<file path="src/include/pin_mode_defs.svh">
// offsets, field layout and reset values for the pin-mode registers
`ifndef PIN_MODE_DEFS_SVH
`define PIN_MODE_DEFS_SVH
`define PIN_MODE_ADDR_W      4
`define PIN_MODE_DATA_W      16
`define PORT_B_PIN_MODE_OFS  4'h0
`define PORT_C_PIN_MODE_OFS  4'h2
`define PORT_D_PIN_MODE_OFS  4'h4
`define PIN_MODE_RESET       16'h0000
`define PIN_MODE_FIELD_W     2
`define PINS_PER_PORT        8
`define UNMAPPED_READ        16'h0000
`endif

</file>
<file path="src/include/pin_mode_pkg.sv">
// types shared by the pin-function selection logic
package pin_mode_pkg;
  typedef enum logic [1:0] {
    MODE_ALT     = 2'b00,
    MODE_OUT     = 2'b01,
    MODE_IN_PU   = 2'b10,
    MODE_IN_NOPU = 2'b11
  } pin_mode_e;
endpackage

</file>
<file path="src/verilog/pin_port_decode.sv">
// per-port decode of eight 2-bit mode fields into pin steering
`timescale 1ns/10ps
`default_nettype none
`include "pin_mode_defs.svh"
module pin_port_decode (
  input  wire logic [15:0] mode_word,     // port mode register contents
  input  wire logic [7:0]  alt_out,       // peripheral output values
  input  wire logic [7:0]  alt_oe,        // peripheral output enables
  input  wire logic [7:0]  gpio_out,      // port data output values
  output logic      [7:0]  pad_out,       // value toward the pad
  output logic      [7:0]  pad_oe,        // pad driver enable
  output logic      [7:0]  pad_pullup,    // pull-up enable
  output logic      [7:0]  alt_sel        // pin handed to peripheral
);
  // field of pin n sits at bits 2n+1:2n
  function automatic pin_mode_pkg::pin_mode_e field_of(input logic [15:0] w, input int n);
    field_of = pin_mode_pkg::pin_mode_e'(w[2*n +: `PIN_MODE_FIELD_W]);
  endfunction

  // one case per pin; a reserved code cannot exist, default keeps pin quiet
  always_comb begin
    for (int n = 0; n < `PINS_PER_PORT; n++) begin
      pad_out[n]    = 1'b0;
      pad_oe[n]     = 1'b0;
      pad_pullup[n] = 1'b0;
      alt_sel[n]    = 1'b0;
      case (field_of(mode_word, n))
        pin_mode_pkg::MODE_ALT: begin
          alt_sel[n] = 1'b1;
          pad_out[n] = alt_out[n];
          pad_oe[n]  = alt_oe[n];
        end
        pin_mode_pkg::MODE_OUT: begin
          pad_out[n] = gpio_out[n];
          pad_oe[n]  = 1'b1;
        end
        pin_mode_pkg::MODE_IN_PU: begin
          pad_pullup[n] = 1'b1;
        end
        pin_mode_pkg::MODE_IN_NOPU: begin
          pad_pullup[n] = 1'b0;
        end
        default: begin
          pad_oe[n] = 1'b0;
        end
      endcase
    end
  end
endmodule // pin_port_decode
`default_nettype wire

</file>
<file path="src/verilog/port_pin_function_select.sv">
// pin-function selection registers and steering for ports b, c and d
//
// The address-and-strobe port and the register addresses were decided locally.
`timescale 1ns/10ps
`default_nettype none
`include "pin_mode_defs.svh"
module port_pin_function_select (
  input  wire logic        core_clk,        // system clock
  input  wire logic        reset,           // synchronous, active high
  input  wire logic [3:0]  reg_addr,        // register offset
  input  wire logic [15:0] reg_wdata,       // write data
  input  wire logic        reg_wr,          // write strobe
  input  wire logic        reg_rd,          // read strobe
  output logic      [15:0] reg_rdata,       // read data, cycle after strobe
  input  wire logic [23:0] alt_out,         // peripheral outputs, b[7:0] c d
  input  wire logic [23:0] alt_oe,          // peripheral output enables
  input  wire logic [23:0] gpio_out,        // port data outputs
  output logic      [23:0] pad_out,         // pad output values
  output logic      [23:0] pad_oe,          // pad driver enables
  output logic      [23:0] pad_pullup,      // pull-up enables
  output logic      [23:0] alt_sel          // pins given to peripherals
);
  typedef struct packed {
    logic [15:0] port_b_pin_mode;
    logic [15:0] port_c_pin_mode;
    logic [15:0] port_d_pin_mode;
    logic [15:0] rdata;
  } state_s;

  state_s state_r;
  state_s state_nxt;

  // decode and write path; unmapped reads return zero, writes ignored
  always_comb begin
    state_nxt       = state_r;
    state_nxt.rdata = `UNMAPPED_READ;
    if (reg_wr) begin
      case (reg_addr)
        `PORT_B_PIN_MODE_OFS: state_nxt.port_b_pin_mode = reg_wdata;
        `PORT_C_PIN_MODE_OFS: state_nxt.port_c_pin_mode = reg_wdata;
        `PORT_D_PIN_MODE_OFS: state_nxt.port_d_pin_mode = reg_wdata;
        default: ;
      endcase
    end
    if (reg_rd) begin
      case (reg_addr)
        `PORT_B_PIN_MODE_OFS: state_nxt.rdata = state_r.port_b_pin_mode;
        `PORT_C_PIN_MODE_OFS: state_nxt.rdata = state_r.port_c_pin_mode;
        `PORT_D_PIN_MODE_OFS: state_nxt.rdata = state_r.port_d_pin_mode;
        default:              state_nxt.rdata = `UNMAPPED_READ;
      endcase
    end
  end

  // all pins come out of reset in peripheral mode
  always_ff @(posedge core_clk) begin
    if (reset) begin
      state_r.port_b_pin_mode <= `PIN_MODE_RESET;
      state_r.port_c_pin_mode <= `PIN_MODE_RESET;
      state_r.port_d_pin_mode <= `PIN_MODE_RESET;
      state_r.rdata           <= `UNMAPPED_READ;
    end else begin
      state_r <= state_nxt;
    end
  end

  assign reg_rdata = state_r.rdata;

  // steering is combinational so a mode change acts the cycle after the write
  pin_port_decode u_port_b (
    .mode_word  (state_r.port_b_pin_mode),
    .alt_out    (alt_out[7:0]),
    .alt_oe     (alt_oe[7:0]),
    .gpio_out   (gpio_out[7:0]),
    .pad_out    (pad_out[7:0]),
    .pad_oe     (pad_oe[7:0]),
    .pad_pullup (pad_pullup[7:0]),
    .alt_sel    (alt_sel[7:0])
  );
  pin_port_decode u_port_c (
    .mode_word  (state_r.port_c_pin_mode),
    .alt_out    (alt_out[15:8]),
    .alt_oe     (alt_oe[15:8]),
    .gpio_out   (gpio_out[15:8]),
    .pad_out    (pad_out[15:8]),
    .pad_oe     (pad_oe[15:8]),
    .pad_pullup (pad_pullup[15:8]),
    .alt_sel    (alt_sel[15:8])
  );
  pin_port_decode u_port_d (
    .mode_word  (state_r.port_d_pin_mode),
    .alt_out    (alt_out[23:16]),
    .alt_oe     (alt_oe[23:16]),
    .gpio_out   (gpio_out[23:16]),
    .pad_out    (pad_out[23:16]),
    .pad_oe     (pad_oe[23:16]),
    .pad_pullup (pad_pullup[23:16]),
    .alt_sel    (alt_sel[23:16])
  );
endmodule // port_pin_function_select
`default_nettype wire

</file>
<file path="config.mk">
export PLATFORM = sky130hd
export DESIGN_NAME = port_pin_function_select
export DESIGN_NICKNAME = d
export VERILOG_FILES = /design/src/include/pin_mode_pkg.sv /design/src/verilog/pin_port_decode.sv /design/src/verilog/port_pin_function_select.sv
export VERILOG_INCLUDE_DIRS = /design/src /design/src/include
export SDC_FILE = /design/constraint.sdc
export NUM_CORES = 1
export LEC_CHECK = 0
export BUFFER_PORTS_ARGS = -buffer_cell sky130_fd_sc_hd__buf_2
export CAP_MARGIN = 20
export CORE_MARGIN = 3
export CORE_UTILIZATION = 44
export DETAILED_ROUTE_END_ITERATION = 8
export PLACE_DENSITY = 0.87
export RECOVER_POWER = 100
export SKIP_CTS_REPAIR_TIMING = 1
export SYNTH_ARGS = -nofsm -noshare
export SYNTH_HDL_FRONTEND = slang
export SYNTH_SLANG_ARGS = --single-unit
</file>
<file path="constraint.sdc">
create_clock -name core_clk -period 1.4 [get_ports core_clk]
set_input_delay 0.28 -clock core_clk [delete_from_list [all_inputs] [get_ports core_clk]]
set_output_delay 0.28 -clock core_clk [all_outputs]
set_load 0.005 [all_outputs]
</file>
==> flow_metrics.py, run 1 <==
metrics = {
    "outcome": {
        "status": "finished, final reports clean",
    },
    "critical_path": {
        "path_cells": "mux2i_1 -> nor2_1 -> buf_2",
        "r2r_setup_slack_ns": 0.35,
        "cp_num_cells": 3,
        "r2r_start": "state_r[61]$_SDFFE_PP0P_",
        "crit_type": "reg -> out",
        "path_buf_inv": 1,
        "worstPathArrival_ns": 1.11,
        "cp-start-kind": "flip-flop",
        "slowest_stage": "dfxtp_4",
        "endpoint": "pad_out[8]",
        "r2r_end": "reg_rdata[13]$_SDFF_PP0_",
        "rr_worst_depth": 3,
        "cp.required_ns": 1.12,
        "worst_setup_path_end_kind": "primary output",
        "cp_max_fo": 6,
        "cp-startpoint": "state_r[32]$_SDFFE_PP0P_",
        "cpPeakStageDelay_ns": 0.38,
        "critPathTopFamily": "flip-flops",
    },
    "place": {
        "gp_congestion": 0.793,
        "dp_hpwl_mm": 8.25,
        "dp_slack_ns": -0.0656,
        "portBuffers": 207,
    },
    "timing": {
        "tightest_slew_ns": 0.739,
        "hold_violations": 0,
        "rsz0062_at_grt": "true",
        "finClkSkew_ns": 0.00480,
        "post-route-period-util_pct": 99.5,
        "relSlewSlack_pct": 50.6,
        "fmax_mhz": 718,
        "tns_ns": 0,
        "setup_viol": 0,
        "min_period_ns": 1.39,
        "drv_slew": 0,
        "setup_ws_ns": 0.00719,
    },
    "synthesis": {
        "yosys_warnings": 0,
        "syn_inst": 406,
        "syn_area_per_cell_um2": 8.84,
        "synth_largest_area_cell": "dfxtp_1",
        "synth_top_area_share_pct": 35.7,
        "yosysSeqAreaShare_pct": 35.7,
        "synth_area_mm2": 0.00359,
        "synth.ff_latch_count": 64,
        "syn_nets": 502,
        "synth_area_leaders": "dfxtp_1 (36%), mux2i_1 (20%), nand2b_1 (11%)",
        "ys_types": 21,
    },
    "clocking": {
        "clockRootBuffer": "clkbuf_8",
        "htreeDepth": 3,
        "cts.clk_slew.worst_paths_ns": 0.06,
        "cts_made_buffers": 9,
        "clockBufferDepth": 2,
        "clk_latency_ns": 0.34,
        "cts_tree": "built",
        "cts_sinks": 64,
    },
    "final_layout": {
        "post-route-util_pct": 64.1,
        "synthToLayoutAreaGrowth_pct": 39.3,
        "finalNetCount": 720,
        "fillCellCount": 661,
        "drive_gt1_share_pct": 43.9,
        "diodes": 0,
    },
    "route": {
        "firstDrtPassIters": 4,
        "remaining_drc_errors": 0,
        "wl_mm": 10.6,
        "via_per_inst": 4.88,
        "vias": 3567,
        "drt-initial-drc-count": 181,
        "wire_per_inst_um": 14.5,
        "antenna_left": 0,
    },
    "global_route": {
        "grt_pass1_wl_mm": 15.4,
        "grt_pass1_vias": 3273,
        "globalRouteOverflowTotal": 0,
        "antenna_found_initial": 0,
        "grt_use_total_pct": 21.5,
        "grt_max_degree": 65,
    },
    "die": {
        "initial_core_util_pct": 46.0,
        "die-area_mm2": 0.00928,
        "std_cell_rows": 32,
        "die_w_um": 96.3,
        "dieHeight_um": 96.3,
        "io_pins": 208,
        "core_area_mm2": 0.00781,
    },
    "min_path": {
        "min_path_type": "in -> reg",
        "worstHoldPathCells": 3,
    },
    "job": {
        "max_cap_viol_count": 0,
    },
    "power": {
        "power.density_mw_per_mm2": 796,
        "p_leak_uw": 0.00245,
        "irDropWorstVdd_v": 0.000452,
    },
}
-- layer usage --
metal  global-route usage (%)  routed length (um)  vias up  share of wire (%)
li1                         -                   -     1784                  -
met1                     24.6                4140     1623                 39
met2                     39.9                5430      150                 51
met3                     4.53                 942       10                8.9
met4                     6.31                 123        0                1.2
met5                        0                   0        -                  0
-- power by group --
part           internal, uW  total, uW  switching (uW)  leakage, uW
Combinational           296        542             246      0.00181
Clock                   915       1610             691     0.000103
Sequential             1810       1840            28.0     0.000536
Total                  3020       3980             965      0.00245
-- per-stage QoR --
step	cells	power (uW)	hold slack [ns]	instance area (um^2)
2_1_floorplan	406	2150	0.469	3590
3_3_place_gp	704	2430	0.521	4690
3_5_place_dp	704	2450	0.535	4690
4_1_cts	720	4030	0.242	4890
5_1_grt	731	4130	0.262	5000
6_report	731	3980	0.250	5000
-- cells in the final DEF (no fill, tap or decap), types with 2 or more instances in the layout --
cell / count
a22oi_1: 16
and3_1: 2
buf_2: 192
buf_4: 27
clkbuf_1: 20
clkbuf_2: 3
clkbuf_8: 11
clkinv_2: 2
dfxtp_1: 36
dfxtp_2: 9
dfxtp_4: 19
mux2_2: 7
mux2i_1: 72
nand2b_1: 64
nor2_1: 105
nor2b_1: 26
o2bb2ai_1: 9
-- worst min-delay path by stage --
stage / start / end / slack [ns]
3_5_place_dp: state_r[57]$_SDFFE_PP0P_ / state_r[57]$_SDFFE_PP0P_ / 0.53
2_1_floorplan: reg_wr / state_r[32]$_SDFFE_PP0P_ / 0.47
3_3_place_gp: state_r[57]$_SDFFE_PP0P_ / state_r[57]$_SDFFE_PP0P_ / 0.52
6_report: reg_wdata[7] / state_r[23]$_SDFFE_PP0P_ / 0.25
5_1_grt: reg_wdata[2] / state_r[34]$_SDFFE_PP0P_ / 0.26
4_1_cts: reg_wdata[7] / state_r[23]$_SDFFE_PP0P_ / 0.24
-- cell usage after synthesis, drive strengths merged --
library cell,count
nor2,105
nor2b,26
buf,25
a2111o,1
o2bb2ai,9
nand2b,65
mux2i,72
nor3,1
nand3,2
and3,2
nor4b,2
clkbuf,8
a22oi,16
nand4b,1
dfxtp,64
mux2,7
-- layout make-up --
type / count / area [um^2] / area share, %
timing repair buffer: 240 / 1250 / 24.9
tap: 102 / 128 / 2.55
clock inverter: 3 / 40.0 / 0.800
sequential: 64 / 1360 / 27.3
clock buffer: 13 / 159 / 3.18
multi-input combinational: 309 / 2070 / 41.3
-- sequential cells by signal (all words and copies together) (netlist names) --
signal,count
reg_rdata,16
state_r,48
-- worst register-to-register path, delay by kind of cell, from the launching register on --
kind / cells / cell delay [ns]
flops: 1 / 0.37
mux: 1 / 0.28
compound gates: 1 / 0.20
simple gates: 1 / 0.08
-- logic make-up (layout without fill, tap and decap cells) --
| family | count (synthesis) | count (layout) | share of synthesized area, % |
|---|---|---|---|
| flip-flops | 64 | 64 | 35.7 |
| multiplexers | 79 | 79 | 22.3 |
| AND/OR/NAND/NOR | 204 | 204 | 29.8 |
| AO/OA/AOI/OAI | 26 | 26 | 5.85 |
| buffers and inverters | 33 | 256 | 6.41 |
No activity file was read; power rests on OpenSTA's default activity.
==> inputs of run 2 (changes only) <==
GPL_TIMING_DRIVEN = 0   (was default)
MAX_ROUTING_LAYER = met4   (was default)
==> run 2 against run 1 <==
The run now ends with negative setup slack left. Critical endpoint is now pad_out[1]. Global-route usage grew 1.2 points. Combinational power is 1% higher. Clock skew increased by 0.0026 ns.
==> flow_metrics.py, run 2 (same netlist as run 1, synthesis figures left out) <==
metrics = {
    "clocking": {
        "clockBufferDepth": 2,
        "cts.clk_slew.worst_paths_ns": 0.07,
        "cts_made_buffers": 9,
        "clockRootBuffer": "clkbuf_8",
        "htreeDepth": 3,
        "cts_sinks": 64,
        "cts_tree": "built",
        "clk_latency_ns": 0.32,
    },
    "power": {
        "swShare_pct": 24.3,
        "internal_power_uw": 3020,
        "power.switching_uw": 968,
        "sequentialPowerShare_pct": 46.3,
        "finalPower_uw": 3990,
        "power.share.combinational_pct": 13.8,
        "power.density_mw_per_mm2": 792,
        "irDropWorstVdd_v": 0.000456,
        "p_clk_share_pct": 40.0,
        "p_leak_uw": 0.00241,
    },
    "global_route": {
        "globalRouteOverflowTotal": 0,
        "antenna_found_initial": 0,
        "grt_max_degree": 11,
        "grt_use_total_pct": 22.7,
        "grt_pass1_vias": 3305,
        "grt_pass1_wl_mm": 15.7,
    },
    "final_layout": {
        "largest_register_ffs": 48,
        "layout_common_cells": "buf_2 (154), nor2_1 (105), mux2i_1 (72), nand2b_1 (65), clkbuf_1 (53)",
        "diodes": 0,
        "largest-register": "state_r",
        "finalNetCount": 729,
        "drive_gt1_share_pct": 39.5,
        "synthToLayoutAreaGrowth_pct": 40.2,
        "layout.cells.most_common": "buf_2",
    },
    "place": {
        "portBuffers": 206,
        "dp_hpwl_mm": 8.23,
        "gp_congestion": 0.862,
        "dp_slack_ns": -0.224,
    },
    "critical_path": {
        "worstPathArrival_ns": 1.12,
        "cp_num_cells": 3,
        "worst_setup_path_end_kind": "primary output",
        "crit_type": "reg -> out",
        "path_buf_inv": 1,
        "cp-start-kind": "flip-flop",
        "rr_worst_depth": 3,
        "critPathTopFamily": "flip-flops",
        "cp.required_ns": 1.12,
        "cpPeakStageDelay_ns": 0.40,
        "path_cells": "mux2i_1 -> nor2_1 -> buf_2",
        "cp_max_fo": 6,
        "slowest_stage": "dfxtp_2",
    },
    "die": {
        "dieHeight_um": 96.3,
        "initial_core_util_pct": 46.0,
        "std_cell_rows": 32,
        "io_pins": 208,
        "core_area_mm2": 0.00781,
        "die-area_mm2": 0.00928,
        "die_w_um": 96.3,
    },
    "timing": {
        "drv_slew": 0,
        "rsz0062_at_grt": "true",
        "setup_ws_ns": -0.000688,
        "fmax_mhz": 714,
        "post-route-period-util_pct": 100,
        "finClkSkew_ns": 0.00740,
        "min_period_ns": 1.40,
        "relSlewSlack_pct": 51.3,
        "tightest_slew_ns": 0.727,
        "hold_violations": 0,
        "setup_viol": 1,
    },
    "route": {
        "firstDrtPassIters": 4,
        "wire_per_inst_um": 14.9,
        "drt-initial-drc-count": 111,
        "via_per_inst": 4.86,
        "wl_mm": 11.0,
        "vias": 3596,
        "antenna_left": 0,
        "remaining_drc_errors": 0,
    },
    "min_path": {
        "worstHoldPathCells": 3,
        "min_path_type": "in -> reg",
    },
    "job": {
        "max_cap_viol_count": 0,
    },
    "outcome": {
        "status": "finished, violations left",
        "failed_checks": "negative setup slack",
    },
}
-- run 2: cell count changes in the layout (fill, tap and decap cells not counted), sizes merged --
cell / previous run / this run
clkbuf: 34 / 83
buf: 219 / 179
-- run 2: metal layers --
metal	GRT usage [%]	routed length (um)	vias up
li1	-	-	1808
met1	26.0	4460	1623
met2	40.5	5490	156
met3	3.44	938	9
met4	7.01	116	0
met5	-	0	-
-- run 2: final timing paths --
path | startpoint | slack, ns | endpoint
setup / recovery | state_r[50]$_SDFFE_PP0P_ | -0.0007 | pad_out[1]
hold / removal | reg_wdata[1] | 0.27 | state_r[49]$_SDFFE_PP0P_
setup reg to reg | state_r[49]$_SDFFE_PP0P_ | 0.42 | reg_rdata[1]$_SDFF_PP0_
hold reg to reg | state_r[53]$_SDFFE_PP0P_ | 0.51 | state_r[53]$_SDFFE_PP0P_
-- run 2: power by group through the flow --
stage	Sequential, uW	Clock [uW]	Combinational [uW]
2_1_floorplan	1900	0	251
3_3_place_gp	1910	0	530
3_5_place_dp	1910	0	549
4_1_cts	1870	1600	552
5_1_grt	1850	1690	610
6_report	1840	1590	548
-- run 2: final cells by class --
class	instances	area, um^2
fill	700	2770
clock inverter	3	40.0
timing repair buffer	216	1050
multi-input combinational	309	2080
clock buffer	13	159
sequential	64	1360
buffer	33	220
tap	102	128
-- run 2: through the flow --
step	setup TNS (ns)	instances	hold WS [ns]	instance area [um^2]	utilization, %
6_report	-0.000688	740	0.267	5030	64.5
5_1_grt	-0.455	740	0.274	5030	64.5
4_1_cts	-1.28	730	0.262	4950	63.4
3_5_place_dp	-6.56	714	0.533	4750	60.8
3_3_place_gp	-4.36	714	0.515	4750	60.8
2_1_floorplan	0	406	0.469	3590	-
-- run 2: worst min-delay path, cell delays in order --
cell,delay [ns]
buf_2,0.07
nand2b_1,0.08
mux2i_1,0.12
